===== src/logic/rtm_pkg.sv =====
// constants shared by the reference and torque monitor
// assumes a single 10 MHz control clock and a plain register port
`default_nettype none
package rtm_pkg;
  // register offsets, byte addresses on an 8-bit address port
  localparam logic [7:0] RTM_CTRL_OFS = 8'h00; // retention mode
  localparam logic [7:0] RTM_KEYREF_OFS = 8'h04; // keypad reference
  localparam logic [7:0] RTM_RATIO_OFS = 8'h08; // loss ratio setting
  localparam logic [7:0] RTM_LVL1_OFS = 8'h0C; // torque level one
  localparam logic [7:0] RTM_TMR1_OFS = 8'h10; // torque timer one
  localparam logic [7:0] RTM_LVL2_OFS = 8'h14; // shared level two / low
  localparam logic [7:0] RTM_TMR2_OFS = 8'h18; // shared timer two / low
  localparam logic [7:0] RTM_TERM0_OFS = 8'h1C; // terminal 0 function
  localparam logic [7:0] RTM_TERM1_OFS = 8'h20; // terminal 1 function
  localparam logic [7:0] RTM_FWDFN_OFS = 8'h24; // forward run function
  localparam logic [7:0] RTM_REVFN_OFS = 8'h28; // reverse run function
  localparam logic [7:0] RTM_BASE_OFS = 8'h2C; // base frequency
  localparam logic [7:0] RTM_SRC_OFS = 8'h30; // reference source
  localparam logic [7:0] RTM_STAT_OFS = 8'h34; // flags, read only
  localparam logic [7:0] RTM_REFOUT_OFS = 8'h38; // reference out, read only
  localparam logic [7:0] RTM_F1_OFS = 8'h3C; // held sample, read only
  // reset values
  localparam logic [9:0] RTM_RATIO_RST = 10'h3E7; // 999, cancel
  localparam logic [9:0] RTM_LVL1_RST = 10'h064; // 100 %
  localparam logic [15:0] RTM_TMR1_RST = 16'h03E8; // 10.00 s
  localparam logic [9:0] RTM_LVL2_RST = 10'h014; // 20 %
  localparam logic [15:0] RTM_TMR2_RST = 16'h07D0; // 20.00 s
  localparam logic [7:0] RTM_FWDFN_RST = 8'h62; // 98
  localparam logic [7:0] RTM_REVFN_RST = 8'h63; // 99
  localparam logic [15:0] RTM_BASE_RST = 16'h01F4; // 50.0 Hz in 0.1 Hz
  // setting limits
  localparam logic [9:0] RTM_RATIO_STOP = 10'h000; // decelerate to stop
  localparam logic [9:0] RTM_RATIO_MIN = 10'h014; // 20 %
  localparam logic [9:0] RTM_RATIO_MAX = 10'h078; // 120 %
  localparam logic [9:0] RTM_RATIO_FULL = 10'h064; // 100 %
  localparam logic [9:0] RTM_LVL_MAX = 10'h12C; // 300 %
  localparam logic [15:0] RTM_TMR_MIN = 16'h0001; // 0.01 s
  localparam logic [15:0] RTM_TMR_MAX = 16'hEA60; // 600.00 s
  localparam logic [10:0] RTM_HYST = 11'h005; // 5 % of rated torque
  // output terminal function codes
  localparam logic [7:0] RTM_FN_LOSS = 8'h21; // 33
  localparam logic [7:0] RTM_FN_LOW = 8'h2D; // 45
  localparam logic [7:0] RTM_FN_TD1 = 8'h2E; // 46
  localparam logic [7:0] RTM_FN_TD2 = 8'h2F; // 47
  // timing
  localparam int RTM_CLK_HZ = 10_000_000; // control clock rate
  localparam int RTM_TICK_MS = 10; // timer tick period
  localparam int RTM_TICK_CYC = RTM_CLK_HZ / 1000 * RTM_TICK_MS;
  localparam int RTM_LOSS_WIN_MS = 400; // sampling interval
  localparam logic [5:0] RTM_LOSS_WIN_TICKS = 6'(RTM_LOSS_WIN_MS / RTM_TICK_MS);
  localparam int RTM_MIN_ON_MS = 100; // least flag on-time
  localparam logic [3:0] RTM_MIN_ON_TICKS = 4'(RTM_MIN_ON_MS / RTM_TICK_MS);
  // retention modes
  typedef enum logic {RTM_RET_AUTO = 1'b0, RTM_RET_KEY = 1'b1} rtm_ret_t;
endpackage : rtm_pkg
`default_nettype wire


===== src/logic/rtm_monitor.sv =====
// reference retention, analog reference loss and torque detection
// assumes analog and torque values arrive sampled on mclk_i, while the
// power-fail and save-key levels come straight from pins
// What this block does
// - mode 0 saves reference at power loss
// - mode 1 saves only on save key
// - loss when input below tenth within window
// - loss flag on terminal function 33
// - ratio 0 stop, 20-120 scale, 999 cancel
// - fallback is held sample times ratio
// - rising above recovery threshold ends loss
// - ratio 999 flags but keeps following input
// - ratio 0 or 999 recovers at fifth
// - ratio 100 to 120 recovers at sample
// - sample reference at a fixed interval
// - detection uses the unfiltered input value
// - levels 0-300, timers 0.01-600 s, defaults
// - codes 46, 47, 45; shared level two
// - over flag after timer above level
// - over flag clears below level minus 5
// - low flag after timer below level
// - low flag clears above level plus 5
// - each torque flag stays on 100 ms
// - low flag frozen under fifth of base
// - run inputs default to 98 and 99
//
// The placing of the registers and the plain strobed port are this design's own decisions.
`timescale 1ns/1ps
`default_nettype none
module rtm_monitor #(
  parameter int TICK_CYCLES = rtm_pkg::RTM_TICK_CYC // cycles per 10 ms tick
) (
  input wire logic mclk_i, // control clock
  input wire logic reset_n_i, // power-on reset
  input wire logic [7:0] addr_i, // register address
  input wire logic [15:0] wdata_i, // register write data
  input wire logic wr_i, // write strobe
  input wire logic rd_i, // read strobe
  output logic [15:0] rdata_o, // read data, cycle after rd_i
  input wire logic [15:0] analog_voltage_input_i, // sampled voltage ref
  input wire logic [15:0] analog_current_input_i, // sampled current ref
  input wire logic [15:0] analog_aux_input_i, // sampled aux ref
  input wire logic [9:0] torque_calc_i, // calculated torque, %
  input wire logic [9:0] torque_cmd_i, // torque command, %
  input wire logic [15:0] out_freq_i, // output frequency
  input wire logic power_fail_i, // main power lost, pin
  input wire logic save_key_i, // save key pressed, pin
  input wire logic [15:0] nv_data_i, // stored reference at power-up
  output logic nv_we_o, // store pulse
  output logic [15:0] nv_data_o, // value to store
  output logic [15:0] ref_freq_o, // reference frequency in use
  output logic decel_stop_o, // ordered to decelerate to stop
  output logic reference_loss_flag_o, // analog reference lost
  output logic torque_over_flag_one_o, // torque over one
  output logic torque_over_flag_two_o, // torque over two
  output logic low_torque_flag_o, // low torque
  output logic [1:0] term_o, // output terminal levels
  output logic [7:0] forward_run_input_fn_o, // forward input function
  output logic [7:0] reverse_run_input_fn_o // reverse input function
);
  import rtm_pkg::*;

  localparam int TW = $clog2(TICK_CYCLES + 1); // tick counter width
  // ratio code that raises the flag but keeps following the input
  localparam logic [9:0] RATIO_CANCEL = RTM_RATIO_RST; // 999

  // whole module state
  typedef struct packed {
    rtm_ret_t mode; // retention mode
    logic [15:0] keypad_ref; // working keypad reference
    logic [9:0] ratio; // loss ratio setting
    logic [1:0][9:0] lvl; // torque levels
    logic [1:0][15:0] tmr; // torque timers, ticks
    logic [1:0][7:0] term_sel; // terminal function codes
    logic [7:0] fwd_fn; // forward input function
    logic [7:0] rev_fn; // reverse input function
    logic [15:0] base_freq; // base frequency
    logic [1:0] src; // reference source
    logic [15:0] rdata; // read answer
    logic pf_s1, pf_s2, pf_d; // power-fail synchroniser
    logic sk_s1, sk_s2, sk_d; // save-key synchroniser
    logic restored; // power-up restore done
    logic nv_we; // store pulse
    logic [15:0] nv_data; // store value
    logic [TW-1:0] tick_cnt; // tick divider
    logic [5:0] win_cnt; // ticks within sample window
    logic [15:0] f1; // last sample, held through loss
    logic loss; // reference lost
    logic [15:0] ref_out; // reference in use
    logic decel; // stop request
    logic [2:0][15:0] det_cnt; // detection timers
    logic [2:0] flag; // torque flags: over1, over2, low
    logic [2:0][3:0] on_cnt; // on-time ticks
    logic [1:0] term; // terminal levels
  } rtm_state_t;

  // s is the registered state, n its next value
  rtm_state_t s, n;

  logic pf_rise; // power fail edge
  logic sk_rise; // save key edge
  logic tick; // 10 ms enable
  logic win_end; // sample window over
  logic [15:0] ana; // chosen analog reference
  logic analog_src; // source is analog
  logic [15:0] fb; // fallback frequency
  logic [15:0] thr; // recovery threshold
  logic drop; // sharp drop seen
  logic low_zone; // below fifth of base
  logic [2:0] trig; // detection condition
  logic [2:0] rel; // release condition

  // edges compare the second stage with its delayed copy
  assign pf_rise = s.pf_s2 & ~s.pf_d;
  assign sk_rise = s.sk_s2 & ~s.sk_d;
  // 10 ms enable from the control clock
  assign tick = (s.tick_cnt == TW'(TICK_CYCLES - 1));
  assign win_end = tick && (s.win_cnt == RTM_LOSS_WIN_TICKS - 6'h01);
  // raw input, no filter in the path
  assign ana = (s.src == 2'h0) ? analog_voltage_input_i :
               (s.src == 2'h1) ? analog_current_input_i : analog_aux_input_i;
  assign analog_src = (s.src != 2'h3);
  // fallback scales the held sample
  assign fb = 16'((32'(s.f1) * 32'(s.ratio)) / 32'd100);
  // recovery level depends on the ratio
  assign thr = (s.ratio == RTM_RATIO_STOP || s.ratio == RATIO_CANCEL)
             ? 16'(s.f1 / 16'd5)
             : (s.ratio >= RTM_RATIO_FULL) ? s.f1
             : fb;
  // below a tenth of the held sample
  assign drop = analog_src && (s.f1 != 16'h0000) &&
                ({4'h0, ana} * 20'd10 < {4'h0, s.f1});
  assign low_zone = ({3'h0, out_freq_i} * 19'd5 < {3'h0, s.base_freq});
  // torque comparisons, either source triggers
  assign trig[0] = (torque_calc_i > s.lvl[0]) || (torque_cmd_i > s.lvl[0]);
  assign trig[1] = (torque_calc_i > s.lvl[1]) || (torque_cmd_i > s.lvl[1]);
  assign trig[2] = (torque_calc_i < s.lvl[1]) || (torque_cmd_i < s.lvl[1]);
  // release uses calculated torque and 5 % band
  assign rel[0] = ({1'b0, torque_calc_i} + RTM_HYST < {1'b0, s.lvl[0]});
  assign rel[1] = ({1'b0, torque_calc_i} + RTM_HYST < {1'b0, s.lvl[1]});
  assign rel[2] = ({1'b0, torque_calc_i} > {1'b0, s.lvl[1]} + RTM_HYST);

  // next-state logic
  always_comb begin
    n = s;
    n.nv_we = 1'b0;
    n.rdata = 16'h0000;
    // pins pass two flops
    n.pf_s1 = power_fail_i;
    n.pf_s2 = s.pf_s1;
    n.pf_d = s.pf_s2;
    n.sk_s1 = save_key_i;
    n.sk_s2 = s.sk_s1;
    n.sk_d = s.sk_s2;
    // first cycle after reset: restore stored reference
    if (!s.restored) begin
      n.restored = 1'b1;
      n.keypad_ref = nv_data_i;
    end
    // register writes
    if (wr_i) begin
      unique case (addr_i)
        RTM_CTRL_OFS: n.mode = rtm_ret_t'(wdata_i[0]);
        RTM_KEYREF_OFS: n.keypad_ref = wdata_i;
        RTM_RATIO_OFS: begin
          // only legal settings are taken
          if (wdata_i == 16'(RTM_RATIO_STOP) || wdata_i == 16'(RATIO_CANCEL) ||
              (wdata_i >= 16'(RTM_RATIO_MIN) &&
               wdata_i <= 16'(RTM_RATIO_MAX))) begin
            n.ratio = wdata_i[9:0];
          end
        end
        RTM_LVL1_OFS: n.lvl[0] = (wdata_i > 16'(RTM_LVL_MAX)) ? RTM_LVL_MAX : wdata_i[9:0];
        RTM_LVL2_OFS: n.lvl[1] = (wdata_i > 16'(RTM_LVL_MAX)) ? RTM_LVL_MAX : wdata_i[9:0];
        RTM_TMR1_OFS: n.tmr[0] = (wdata_i < RTM_TMR_MIN) ? RTM_TMR_MIN :
                                 (wdata_i > RTM_TMR_MAX) ? RTM_TMR_MAX : wdata_i;
        RTM_TMR2_OFS: n.tmr[1] = (wdata_i < RTM_TMR_MIN) ? RTM_TMR_MIN :
                                 (wdata_i > RTM_TMR_MAX) ? RTM_TMR_MAX : wdata_i;
        RTM_TERM0_OFS: n.term_sel[0] = wdata_i[7:0];
        RTM_TERM1_OFS: n.term_sel[1] = wdata_i[7:0];
        RTM_FWDFN_OFS: n.fwd_fn = wdata_i[7:0];
        RTM_REVFN_OFS: n.rev_fn = wdata_i[7:0];
        RTM_BASE_OFS: n.base_freq = wdata_i;
        RTM_SRC_OFS: n.src = wdata_i[1:0];
        default: ; // read-only or unmapped: ignored
      endcase
    end
    // register reads, answer only in next cycle
    if (rd_i) begin
      unique case (addr_i)
        RTM_CTRL_OFS: n.rdata = {15'h0000, s.mode};
        RTM_KEYREF_OFS: n.rdata = s.keypad_ref;
        RTM_RATIO_OFS: n.rdata = {6'h00, s.ratio};
        RTM_LVL1_OFS: n.rdata = {6'h00, s.lvl[0]};
        RTM_LVL2_OFS: n.rdata = {6'h00, s.lvl[1]};
        RTM_TMR1_OFS: n.rdata = s.tmr[0];
        RTM_TMR2_OFS: n.rdata = s.tmr[1];
        RTM_TERM0_OFS: n.rdata = {8'h00, s.term_sel[0]};
        RTM_TERM1_OFS: n.rdata = {8'h00, s.term_sel[1]};
        RTM_FWDFN_OFS: n.rdata = {8'h00, s.fwd_fn};
        RTM_REVFN_OFS: n.rdata = {8'h00, s.rev_fn};
        RTM_BASE_OFS: n.rdata = s.base_freq;
        RTM_SRC_OFS: n.rdata = {14'h0000, s.src};
        RTM_STAT_OFS: n.rdata = {8'h00, low_zone, s.term, s.decel, s.flag, s.loss}; // 8 bits
        RTM_REFOUT_OFS: n.rdata = s.ref_out;
        RTM_F1_OFS: n.rdata = s.f1;
        default: n.rdata = 16'h0000; // unmapped reads zero
      endcase
    end
    // retention: auto save on power loss
    if (s.mode == RTM_RET_AUTO && pf_rise) begin
      n.nv_we = 1'b1;
      n.nv_data = s.keypad_ref;
    end
    // retention: save key only, power loss discards
    if (s.mode == RTM_RET_KEY && sk_rise) begin
      n.nv_we = 1'b1;
      n.nv_data = s.keypad_ref;
    end
    // tick divider and sample window
    n.tick_cnt = tick ? '0 : s.tick_cnt + TW'(1);
    if (tick) begin
      n.win_cnt = win_end ? 6'h00 : s.win_cnt + 6'h01;
    end
    // loss detection and recovery; a drop outranks the window
    // sample, so the held value stays the one from before the loss
    if (!analog_src) begin
      n.loss = 1'b0;
    end else if (!s.loss && drop) begin
      n.loss = 1'b1; // f1 kept as pre-loss sample
    end else if (s.loss && ana > thr) begin
      n.loss = 1'b0;
    end else if (!s.loss && win_end) begin
      n.f1 = ana;
    end
    // reference selection
    // loss with ratio 0 orders a stop instead of a frequency
    if (!analog_src) begin
      n.ref_out = s.keypad_ref;
      n.decel = 1'b0;
    end else if (!s.loss || s.ratio == RTM_RATIO_RST) begin
      n.ref_out = ana;
      n.decel = 1'b0;
    end else if (s.ratio == RTM_RATIO_STOP) begin
      n.ref_out = 16'h0000;
      n.decel = 1'b1;
    end else begin
      n.ref_out = fb;
      n.decel = 1'b0;
    end
    // three torque detectors; two and low share one setting
    // the low detector freezes whole, on-time count included, in the low zone
    for (int k = 0; k < 3; k++) begin
      if (!(k == 2 && low_zone)) begin
        // timer restarts whenever condition drops
        if (!trig[k]) begin
          n.det_cnt[k] = 16'h0000;
        end else if (tick && s.det_cnt[k] != 16'hFFFF) begin
          n.det_cnt[k] = s.det_cnt[k] + 16'h0001;
        end
        // on-time count and release
        if (s.flag[k]) begin
          if (tick && s.on_cnt[k] < RTM_MIN_ON_TICKS) begin
            n.on_cnt[k] = s.on_cnt[k] + 4'h1;
          end
          if (rel[k] && s.on_cnt[k] >= RTM_MIN_ON_TICKS) begin
            n.flag[k] = 1'b0;
          end
        end
        // set after timer, wins over release
        if (trig[k] && tick && (s.det_cnt[k] + 16'h0001 >= s.tmr[(k == 0) ? 0 : 1])) begin
          n.flag[k] = 1'b1;
          if (!s.flag[k]) begin
            n.on_cnt[k] = 4'h0;
          end
        end
      end
    end
    // output terminal routing
    for (int t = 0; t < 2; t++) begin
      unique case (s.term_sel[t])
        RTM_FN_LOSS: n.term[t] = s.loss;
        RTM_FN_TD1: n.term[t] = s.flag[0];
        RTM_FN_TD2: n.term[t] = s.flag[1];
        RTM_FN_LOW: n.term[t] = s.flag[2];
        default: n.term[t] = 1'b0;
      endcase
    end
  end

  // state register
  // reset loads constants only; the stored reference comes after release
  always_ff @(posedge mclk_i or negedge reset_n_i) begin
    if (!reset_n_i) begin
      s <= '0;
      s.ratio <= RTM_RATIO_RST;
      s.lvl[0] <= RTM_LVL1_RST;
      s.lvl[1] <= RTM_LVL2_RST;
      s.tmr[0] <= RTM_TMR1_RST;
      s.tmr[1] <= RTM_TMR2_RST;
      s.fwd_fn <= RTM_FWDFN_RST;
      s.rev_fn <= RTM_REVFN_RST;
      s.base_freq <= RTM_BASE_RST;
    end else begin
      s <= n;
    end
  end

  // outputs, all from flops
  assign rdata_o = s.rdata;
  assign nv_we_o = s.nv_we;
  assign nv_data_o = s.nv_data;
  assign ref_freq_o = s.ref_out;
  assign decel_stop_o = s.decel;
  assign reference_loss_flag_o = s.loss;
  assign torque_over_flag_one_o = s.flag[0];
  assign torque_over_flag_two_o = s.flag[1];
  assign low_torque_flag_o = s.flag[2];
  assign term_o = s.term;
  assign forward_run_input_fn_o = s.fwd_fn;
  assign reverse_run_input_fn_o = s.rev_fn;
endmodule // rtm_monitor
`default_nettype wire


===== config.mk =====
export PLATFORM = sky130hd
export DESIGN_NAME = rtm_monitor
export DESIGN_NICKNAME = d
export VERILOG_FILES = /design/src/logic/rtm_pkg.sv /design/src/logic/rtm_monitor.sv
export SDC_FILE = /design/constraint.sdc
export NUM_CORES = 1
export LEC_CHECK = 0
export BUFFER_PORTS_ARGS = -buffer_cell sky130_fd_sc_hd__buf_2
export CAP_MARGIN = 20
export CORE_AREA = 2 2 225 227
export DETAILED_ROUTE_END_ITERATION = 10
export DIE_AREA = 0 0 227 229
export PLACE_DENSITY = 0.82
export SKIP_LAST_GASP = 1
export SLEW_MARGIN = 20
export SYNTH_ARGS = -nofsm -noshare
export SYNTH_HDL_FRONTEND = slang
export SYNTH_SLANG_ARGS = --single-unit

===== constraint.sdc =====
create_clock -name mclk_i -period 27.1 [get_ports mclk_i]
set_clock_uncertainty 0.1 [all_clocks]
set_input_delay 4.065 -clock mclk_i [delete_from_list [all_inputs] [get_ports mclk_i]]
set_output_delay 4.065 -clock mclk_i [all_outputs]
set_load 0.02 [all_outputs]

# Yosys cells after proc, flatten, opt, wreduce, memory -nomap -nowiden

Cells that the tools add are included.

$lt $le $gt $ge: 27
Multipliers: 3
Reduce and logical (&&, ||, !) cells: 52
Muxes and demuxes: 63
Divide/modulo/power cells: 2
Add/sub/neg operators: 10
Eq/ne operators: 36
Bitwise operators: 8

Operators with widths:

| operator                                                              | number |
|---|---|
| 16-bit 2-to-1 mux                                                     | 18 |
| 16-bit one-hot mux with 16 select lines                               | 1 |
| 8-bit by 6-bit == test with 1-bit output (second input constant)      | 16 |
| 128-bit 2-to-1 mux                                                    | 1 |
| 17-bit 2-to-1 mux                                                     | 6 |
| 10-bit 2-to-1 mux                                                     | 5 |
| 16-bit by 1-bit adder with 16-bit output (second input constant)      | 3 |
| 16-bit >= comparator                                                  | 3 |
| 4-bit 2-to-1 mux                                                      | 12 |
| 16-bit inequality test (second input constant)                        | 3 |
| 10-bit greater-than comparator                                        | 4 |
| 16-bit by 3-bit multiplier with 19-bit output (second input constant) | 2 |
| 26-bit by 7-bit divider with 32-bit output (second input constant)    | 1 |
| 8-bit by 5-bit == test with 1-bit output (second input constant)      | 4 |
| 8-bit 2-to-1 mux                                                      | 4 |
| 16-bit by 10-bit multiplier with 26-bit output                        | 1 |
| 1-bit logical AND                                                     | 24 |
| 2-bit AND reduction                                                   | 12 |
| 10-bit by 3-bit adder with 11-bit output (second input constant)      | 2 |
| 11-bit by 10-bit less-than comparator with 1-bit output               | 2 |
| 10-bit less-than comparator                                           | 2 |
| 20-bit by 16-bit less-than comparator with 1-bit output               | 1 |
| 19-bit by 16-bit less-than comparator with 1-bit output               | 1 |
| 17-bit by 1-bit adder with 17-bit output (second input constant)      | 1 |
| other kinds (39)                                                      | 72 |

Bits in registers: 291
Bits of input ports: 130
Word-level logic and storage cells: 239

# Logic depth before layout (Yosys ltp)

Gate-level depths: netlist of run 1.

Depth after elaboration: 9
Gate-level depth with buffers: 88
Gate-level depth less buffers: 78

# Worst setup path before layout of run 1

No wires, ideal clock.

Path kind: flip-flop to flip-flop
From: reg s[93] (netlist name)
To: reg s, in the netlist reference_loss_flag_o
Path buffers: 6
Arrival: 18.634 ns
Required time: 26.917 ns
Cell stages (with the launch flop): 83
Path slack: 8.284 ns
Path through: dfrtp_1 -> clkbuf_1 -> clkbuf_1 -> clkbuf_1 -> nand2_1 -> fa_1 -> inv_1 -> fa_1 -> fa_1 -> fa_1 -> inv_1 -> fa_1 -> inv_1 -> ha_1 -> buf_2 -> a21oi_1 -> o21ai_0 -> a21oi_1 -> [47 not listed] -> a41oi_1 -> a21oi_1 -> mux2i_1 -> ha_1 -> nor2b_1 -> o21a_1 -> o21a_1 -> o21ai_0 -> nand2b_1 -> a21oi_1 -> nor2b_1 -> o21ai_0 -> nand2b_1 -> a221o_1 -> a21o_1 -> a21oi_1 -> a21oi_1 -> o21ai_0

Longest elaborated chain between the ends: 7
Elaborated cells on any way between the ends: 15
Classes of those cells: 1 x mul; 2 x div; 2 x order compare; 1 x eq/ne; 4 x mux; 5 x reduce/logical

Ends and longest elaborated chain:

| item                                                              | RTL line           | text |
|---|---|---|
| start: declaration                                                | rtm_monitor.sv:98  | `rtm_state_t s, n;` |
| start signal: assignment                                          | rtm_monitor.sv:305 | `s <= n;` |
| 16-bit by 10-bit multiplier with 26-bit output                    | rtm_monitor.sv:124 | `assign fb = 16'((32'(s.f1) * 32'(s.ratio)) / 32'd100);` |
| 26-bit by 7-bit divider with 32-bit output                        | rtm_monitor.sv:124 |  |
| 16-bit 2-to-1 mux                                                 | rtm_monitor.sv:128 | `: (s.ratio >= RTM_RATIO_FULL) ? s.f1` |
| 16-bit 2-to-1 mux                                                 | rtm_monitor.sv:127 | `? 16'(s.f1 / 16'd5)` |
| 16-bit greater-than comparator                                    | rtm_monitor.sv:231 | `end else if (s.loss && ana > thr) begin` |
| 1-bit logical AND                                                 | rtm_monitor.sv:231 |  |
| 3-bit by 1-bit inequality test with 1-bit output (no source line) | --                 |  |

Parallel ways exist; a longest one is shown, timed or not.
A chain may end at the register's enable or synchronous reset.

# Worst setup path in the final report of run 1

From: reg s[94] (netlist name)
To: reg s, in the netlist reference_loss_flag_o

Same word-level chain as after synthesis.

==> results by stage, run 1 <==
Critical path:
- The required time at the endpoint of the critical path is 27440 ps.
- The most common cell type on the critical path is sky130_fd_sc_hd__a21oi_1.
- The reg-to-reg setup timing slack is 4970 ps.
- The sort of element at the end of the critical path is a flip-flop.
- The data arrival time of the critical path is 22470 ps.
- Of all nets on the critical path, the largest fanout is 24.
- The origin of the critical flop-to-flop path is s[94]$_DFFE_PN0P_.
- The path depth of the worst reg2reg path is 76.
- The maximum cell stage delay along the critical path is 930 ps.
- The worst-path cell with the longest stage delay is sky130_fd_sc_hd__dfrtp_1.
- The worst reg2reg path endpoint is reference_loss_flag_o$_DFFE_PN0P_.
- The element type at the critical path start is a flip-flop.
- The type of the worst setup path is flip-flop to flip-flop.

Yosys:
- Synthesis handed over a netlist of around 3600 instances.
- The largest total area in the synthesized netlist belongs to sky130_fd_sc_hd__dfrtp_1.
- For this run, the register share of the synthesized area comes to 0.237.
- The xor/xnor cell area share of the yosys netlist is 0.0520.
- During synthesis, Yosys emitted a total of 0 warnings.
- In this run, synthesis produced a sequential element count of about 290.
- The synthesized area is roughly 0.031 mm².
- The basic-gate share of the synthesized area counting and, or, nand and nor cells is 0.187.
- For this run, the leading register cell type out of synthesis is sky130_fd_sc_hd__dfrtp_1.
- By area the synthesized netlist is led by sky130_fd_sc_hd__dfrtp_1 (21%), sky130_fd_sc_hd__ha_1 (12%), sky130_fd_sc_hd__fa_1 (7.3%).
- The compound-cell area share of the yosys netlist is 0.205.
- By count the netlist is led by sky130_fd_sc_hd__nand2_1 (395), sky130_fd_sc_hd__ha_1 (296), sky130_fd_sc_hd__dfrtp_1 (253).
- The synthesized netlist contains roughly 120 unique library cells.
- After synthesis, the share of cell area in mux cells is 0.0565.
- Yosys instantiated no cell more often than sky130_fd_sc_hd__nand2_1.
- Of the total synthesized cell area, the portion taken by full adders, half adders and majority gates is 0.196.
- The number of enable flip-flop cells after synthesis is 0.
- Counting flops with an async set or reset pin after synthesis yields a share of 1.00.
- The post-synthesis average cell area is approximately 8.5 µm².
- The area share of the leading cell type in the synthesized netlist is 0.205.
- Synthesis produced a netlist with a net count of about 4200.
- The combinational family with the most area after synthesis is compound AO/OA/AOI/OAI gates.

Clock tree:
- The clock latency reported for the late side of the worst-skew pair is 530 ps.
- TritonCTS built the clock tree.
- After clock tree synthesis, the clock-pin slew on the worst setup and hold paths is 60 ps.
- Counting the buffers created by CTS gives 34.
- The count of cells resized by post-cts repair is 0.
- The deepest level of the CTS H-tree is 2.
- The number of setup buffers added after CTS is 0.
- The cell sitting at the root of the clock tree is a sky130_fd_sc_hd__clkbuf_16.
- The number of hold buffers added after CTS was 0.
- The number of buffers between clock root and the deepest sink is 3.
- Clock tree synthesis found a total of between 200 and 300 sinks.

Routing:
- After detailed routing, the average wire length per cell comes to 21.8 µm.
- The number of vias per cell after detailed routing is ~6.5.
- The initial DRC count is roughly 3100.
- The number of nets with antenna violations after routing is 0.
- The routed layout has 28775 vias.
- The post-route DRC violation count is 0.
- For this block, the routed nets add up to between 90 and 100 mm of wire.
- The count of TritonRoute iterations in the first routing pass is 8.

Cells and area:
- The layout overhead on the synthesized area is 6.98%.
- The net total in the final layout is between 4000 and 5000.
- In the final layout, the share of cells above drive strength 1 is 0.139.
- The multi-input combinational cells in the finished layout cover a total of around 0.022 mm².
- The filler cell count is between 4000 and 5000.
- Once layout is complete, the utilization of the core stands at 0.665.
- The sequential cells in the finished layout cover a total of 0.00733 mm².
- Leaving out filler cells and counting taps, the final layout contains roughly 4400.

Floorplanning:
- The initialized floorplan defines 82 standard-cell rows.
- The die covers 0.0520 mm².
- The placeable core region is a little under 0.05 mm².
- The width of the die is approximately 230 µm.
- In this run the vertical extent of the chip is around 230 µm.
- The initial utilization of the core area, before any placement, comes to 0.622.
- Pin placement for this block handled slightly above 200 I/O pins.

Power and ir drop:
- For this design the static power due to leakage is 15.1 nW.
- The power per cell area is ~36 mW/mm².
- VDD sags by at most ~0.037 mV.

Placed design:
- The cell total after placement is between 4000 and 5000.
- The detailed placement HPWL is 72.1 mm.
- At the end of routability-driven placement, the weighted congestion stood at ~1.
- Input and output buffers added on the ports amount to 201.

Run:
- Max-cap violations in this run came to 0.

Hold path:
- In this run the most critical hold path is launched from n[141]$_DFF_PN0_.
- The worst hold path endpoint is n[140]$_DFF_PN0_.
- The tightest min-delay check is of the flip-flop to flip-flop type.
- The instance count along the most critical hold path is 0.

Global route:
- The overall global routing resource usage is 0.365.
- The via count of the first global-routing pass is 27816.
- The total congestion overflow after global routing is 0.
- Entering global routing, the biggest net connects 80 pins.
- The global-route wire length before repair is 151 mm.
- The initial antenna violation count is 3.

Timing:
- The highest clock frequency the design can meet is around 0.045 GHz.
- The actual transition at the worst max-transition pin is between 1000 and 1500 ps.
- The final-report setup violation count is 0.
- Setup repair after global routing left no endpoint under its margin.
- The headroom to the max-slew limit is 0.217.
- The count of endpoints failing hold in the final timing report is 0.
- The count of pins over their slew limit is 0.
- Dividing the final minimum period by the clock period gives 0.817.
- Subtracting the final worst setup slack from the clock period gives between 20000 and 25000 ps.
- The setup total negative slack is 0 ps.

Run status:
- The run finished with clean final reports.
[report_power, final]
part	switching (mW)	internal (mW)	total (mW)
registers	0.0272	0.456	0.483
clock network	0.191	0.279	0.470
logic	0.137	0.0972	0.235
total	0.356	0.832	1.19
[metrics by stage]
| step | setup WS [ps] | power, mW | instance area [µm²] | hold WS, ps |
|---|---|---|---|---|
| floorplan | 8280 | 0.639 | 30900 | 231 |
| global placement | 5860 | 0.705 | 31900 | 232 |
| detailed placement | 5590 | 0.716 | 31900 | 246 |
| CTS | 5500 | 1.18 | 33000 | 254 |
| global route | 3230 | 1.23 | 33000 | 257 |
| finish | 4970 | 1.19 | 33000 | 249 |
[state kept, by name, indices dropped and copies added (netlist names)]
name and count:
low_torque_flag_o 1, forward_run_input_fn_o 8, rdata_o 16, n 4, reference_loss_flag_o 1, term_o 2, torque_over_flag_two_o 1, s 215
ref_freq_o 16, torque_over_flag_one_o 1, decel_stop_o 1, reverse_run_input_fn_o 8, nv_data_o 16, nv_we_o 1
[kinds of logic after synthesis]
family                   count (synthesis)
other                                    1
multiplexers                           159
AO/OA/AOI/OAI                          945
AND/OR/NAND/NOR                       1185
adder cells (fa/ha/maj)                417
buffers and inverters                  471
flip-flops                             291
XOR/XNOR                               180
[placed cells by master, fill, tap and decap left out, types with 108 or more instances in the layout]
master and count:
sky130_fd_sc_hd__inv_1 240, sky130_fd_sc_hd__fa_1 112, sky130_fd_sc_hd__a21oi_1 215, sky130_fd_sc_hd__mux2_2 108, sky130_fd_sc_hd__buf_2 201, sky130_fd_sc_hd__nor2_1 242
sky130_fd_sc_hd__nand2_1 395, sky130_fd_sc_hd__o21ai_0 233, sky130_fd_sc_hd__dfrtp_1 253, sky130_fd_sc_hd__ha_1 296
[final cells by class]
class,instances,share of cell area
Antenna cell,2,0.000151
Clock buffer,50,0.0306
Tap cell,672,0.0255
Clock inverter,11,0.00364
Multi-Input combinational cell,2887,0.651
Inverter,240,0.0273
Timing Repair Buffer,242,0.0401
Sequential cell,291,0.222
[how the worst max path moves through the flow]
stage,startpoint,endpoint,slack (ps),depth (start not counted)
3_5_place_dp,s[94]$_DFFE_PN0P_,reference_loss_flag_o$_DFFE_PN0P_,5590,76
4_1_cts,s[88]$_DFFE_PN0P_,reference_loss_flag_o$_DFFE_PN0P_,5500,77
3_3_place_gp,s[97]$_DFFE_PN0P_,reference_loss_flag_o$_DFFE_PN0P_,5860,76
5_1_grt,s[97]$_DFFE_PN0P_,reference_loss_flag_o$_DFFE_PN0P_,3230,76
6_report,s[94]$_DFFE_PN0P_,reference_loss_flag_o$_DFFE_PN0P_,4970,76
2_1_floorplan,s[93]$_DFFE_PN0P_,reference_loss_flag_o$_DFFE_PN0P_,8280,82
[layer usage]
layer | wire [µm] | global-route usage | share of wire
met3 | 9450 | 0.0694 | 0.099
met2 | 43300 | 0.580 | 0.45
met1 | 37100 | 0.470 | 0.39
met5 | 11 | 0 | 0.00011
met4 | 5820 | 0.198 | 0.061
[worst max-delay path: cells and delay by family (launching register included)]
kind | cells | cell delay [ps]
XOR/XNOR | 3 | 1190
AND/OR/NAND/NOR | 23 | 5300
adder cells (fa/ha/maj) | 8 | 3610
flip-flops | 1 | 930
multiplexers | 3 | 650
AO/OA/AOI/OAI | 35 | 9940
buffers and inverters | 4 | 280
(Power assumes the default switching activity.)
==> run 2: changes to the inputs <==
Clock period 27.1 ns to 21.5 ns, I/O delays scaled along.
==> results by stage, run 2 (synthesized netlist as in run 1, its figures left out) <==
Timing:
- The headroom to the max-slew limit is 0.222 (+0.00578).
- The setup total negative slack is 0 ps (unchanged).
- The count of pins over their slew limit came to 0 (unchanged).
- The minimum clock period is 20410 ps (-1720 ps).
- The count of endpoints failing hold in the final timing report was 0 (unchanged).
- The share of the clock period used by the worst path after layout was 0.949 (+0.133).
- The final-report setup violation count is 0 (unchanged).
- The highest clock frequency the design can meet is 0.0490 GHz (+8.4%).
- The actual transition at the worst max-transition pin is 1160 ps (-8.63 ps).
- The final critical-path setup slack is 1090 ps (-3880 ps).

Critical path:
- The worst reg2reg path endpoint is reference_loss_flag_o$_DFFE_PN0P_.
- The maximum cell stage delay along the critical path came to 810 ps (-120 ps).
- The largest fanout on the critical path was 12 (-50%).
- The number of buffer and inverter instances along the worst setup path is 3 (-1).
- The worst-path cell with the longest stage delay is sky130_fd_sc_hd__dfrtp_1.
- The data arrival time of the critical path was 20820 ps (-1650 ps).
- The origin of the critical flop-to-flop path is s[94]$_DFFE_PN0P_.
- The path depth of the worst reg2reg path was 74 (-2.6%).
- STA classifies the critical path startpoint as a flip-flop.
- The required time at the endpoint of the critical path is 21910 ps (-5530 ps).
- The family with the most delay on the worst path is compound AO/OA/AOI/OAI gates.
- By instance count, the cell type seen most on the critical path is sky130_fd_sc_hd__a21oi_1.
- STA classifies the critical path endpoint as a flip-flop.
- The type of the worst setup path is flip-flop to flip-flop.
- The reg-to-reg setup timing slack is 1090 ps (-3880 ps).

Routing:
- Routed signal wires occupy layers up through met4.
- The initial DRC count is 3122 (+2.4%).
- The wire length on met2 came to 42.6 mm (-1.6%).
- The wire length reported by the detailed router is 95.4 mm (-0.32%).
- The average wire per cell in the routed design is 21.6 µm (-0.86%).
- The number of vias per cell after detailed routing is 6.51 (-0.50%).
- The via total after detailed routing came to 28787 (+0.042%).
- The count of TritonRoute iterations in the first routing pass is 10 (+2).
- The post-route DRC violation count is 1 (+1).
- The met3 wire length was 9.69 mm (+2.6%).
- The wire length on met1 was 36.9 mm (-0.47%).
- The number of nets with antenna violations after routing was 0 (unchanged).

Hold path:
- The beginning of the worst hold path is n[144]$_DFF_PN0_.
- In this run the worst hold path is classified as flip-flop to flip-flop.
- The instance count along the most critical hold path is 0 (unchanged).
- The worst hold path endpoint is n[143]$_DFF_PN0_.

Floorplanning:
- The width of the die came to 227 µm (unchanged).
- The full die area was 0.0520 mm² (unchanged).
- The y dimension of the die was 229 µm (unchanged).
- The boundary pin count is 202 (unchanged).
- The number of cell rows is 82 (unchanged).
- The initial core utilization is 0.622 (unchanged).
- The placeable core region is 0.0497 mm² (unchanged).

Run:
- The count of maximum capacitance violations is 0 (unchanged).

Cells and area:
- The number of flip-flops under the largest register name came to 215 (unchanged).
- The layout overhead on the synthesized area is 8.39%.
- The library cells used most frequently in the layout, excluding fill and tap cells, are sky130_fd_sc_hd__nand2_1 (395), sky130_fd_sc_hd__ha_1 (295), sky130_fd_sc_hd__dfrtp_1 (247).
- The net total in the final layout is 4258 (+0.57%).
- The top register by number of flip-flops is s.
- Leaving out fill and tap cells, the most frequent cell in the layout is sky130_fd_sc_hd__nand2_1.
- The fraction of layout instances using a drive strength above 1 is 0.156 (+0.0168).
- The summed area of non-filler cells in the final layout is 0.0335 mm² (+1.3%).

Placed design:
- The detailed placement HPWL was 71.6 mm (-0.67%).
- The post-place setup slack came to -199 ps (-5790 ps).
- The post-place instance area is 0.0319 mm² (+0.16%).
- The number of port buffers was 201 (unchanged).
- The weighted congestion reported at the end of routability-driven placement was 1.05 (+2.1%).

Clock tree:
- The clock tree from TritonCTS is yes.
- The number of hold-repair buffers added at the cts stage was 0 (unchanged).
- The number of buffers created by CTS is 31 (-8.8%).
- The clock latency reported for the late side of the worst-skew pair is 620 ps (+90 ps).
- The buffer type at the clock tree root is sky130_fd_sc_hd__clkbuf_16.
- The number of buffers between clock root and the deepest sink is 3 (unchanged).
- The deepest level of the CTS H-tree is 1 (-1).
- The clock sink count was 291 (unchanged).
- The clock-pin slew reported for the worst setup and hold paths after clock tree synthesis is 70 ps (about the same).

Global route:
- The initial antenna violation count is 1 (-2).
- The total congestion overflow after global routing was 0 (unchanged).
- The global-route wire length before repair was 148 mm (-2.0%).
- The via count of the first global-routing pass is 27442 (-1.3%).
- The overall global routing resource usage was 0.358 (-0.00728).
- The maximum number of pins on one net before global-route repair was 175 (+120%).

Run status:
- The checks that failed: design-rule violations.
- The run finished, with violations left.

Power and ir drop:
- The post-layout total power came to 1.42 mW (+19%).
- The static leakage was 15.3 nW (+1.3%).
- The maximum vdd ir drop is 0.0715 mV (+93%).
- The power per cell area is 42.3 mW/mm² (+18%).
-- run 2: cell types whose count changed in the layout (fill, tap and decap cells not counted), sizes merged --
| cell | change |
|---|---|
| buf | +27 |
| bufinv | -2 |
| clkbuf | -3 |
| clkinv | +2 |
| clkinvlp | -2 |
| diode | +1 |
| inv | +1 |
-- run 2: how the worst max path moves through the flow --
stage | from | end | slack, ps | cells after the start
2_1_floorplan | s[93]$_DFFE_PN0P_ | reference_loss_flag_o$_DFFE_PN0P_ | 2680 | 82
3_3_place_gp | s[92]$_DFFE_PN0P_ | reference_loss_flag_o$_DFFE_PN0P_ | 10 | 74
3_5_place_dp | s[92]$_DFFE_PN0P_ | reference_loss_flag_o$_DFFE_PN0P_ | -200 | 74
4_1_cts | s[92]$_DFFE_PN0P_ | reference_loss_flag_o$_DFFE_PN0P_ | 70 | 74
5_1_grt | s[265]$_DFFE_PN1P_ | reference_loss_flag_o$_DFFE_PN0P_ | -140 | 77
6_report | s[94]$_DFFE_PN0P_ | reference_loss_flag_o$_DFFE_PN0P_ | 1090 | 74
-- run 2: cell type report --
type	count	area (µm²)
diodes	3	7.51
flip-flops and latches	291	7360
fillers	3992	16200
repair buffers	269	1540
clock inverters	10	78.8
inverters	240	901
well taps	672	841
clock buffers	47	876
multi-input cells	2887	21900
-- run 2: what timing repair did --
item / in CTS / in global routing
setup endpoints to repair: 1 / 1
setup buffers: 0 / 22
resized for setup: 3 / 74
pin swaps: 0 / 16
-- run 2: through the flow --
step | instances | util | hold slack (ps)
finish | 4419 | 0.674 | 249
global placement | 4337 | 0.643 | 232
global route | 4416 | 0.674 | 263
CTS | 4394 | 0.663 | 251
detailed placement | 4337 | 0.643 | 237
floorplan | 3649 | - | 231
-- run 2: routing by layer --
layer,track usage,vias to the layer above
met1,0.464,13661
li1,-,13076
met3,0.0775,412
met4,0.184,0
met2,0.562,1638
met5,0,-
-- run 2: worst register-to-register path: cells and delay by family (launching register included) --
kind	cells	cell delay, ps
AOI/OAI and AO/OA	39	10210
adders and majority gates	9	3730
and+or+nand+nor	17	3620
DFF	1	810
muxes	4	780
xor gates and xnor gates	2	610
buffers and inverters	3	490
-- run 2: power breakdown --
part | total (mW) | switching (mW) | leakage [nW] | internal (mW)
sequential | 0.609 | 0.0342 | 3.70 | 0.575
clock | 0.518 | 0.236 | 0.467 | 0.282
combinational | 0.289 | 0.167 | 11.2 | 0.121
total | 1.42 | 0.437 | 15.3 | 0.979
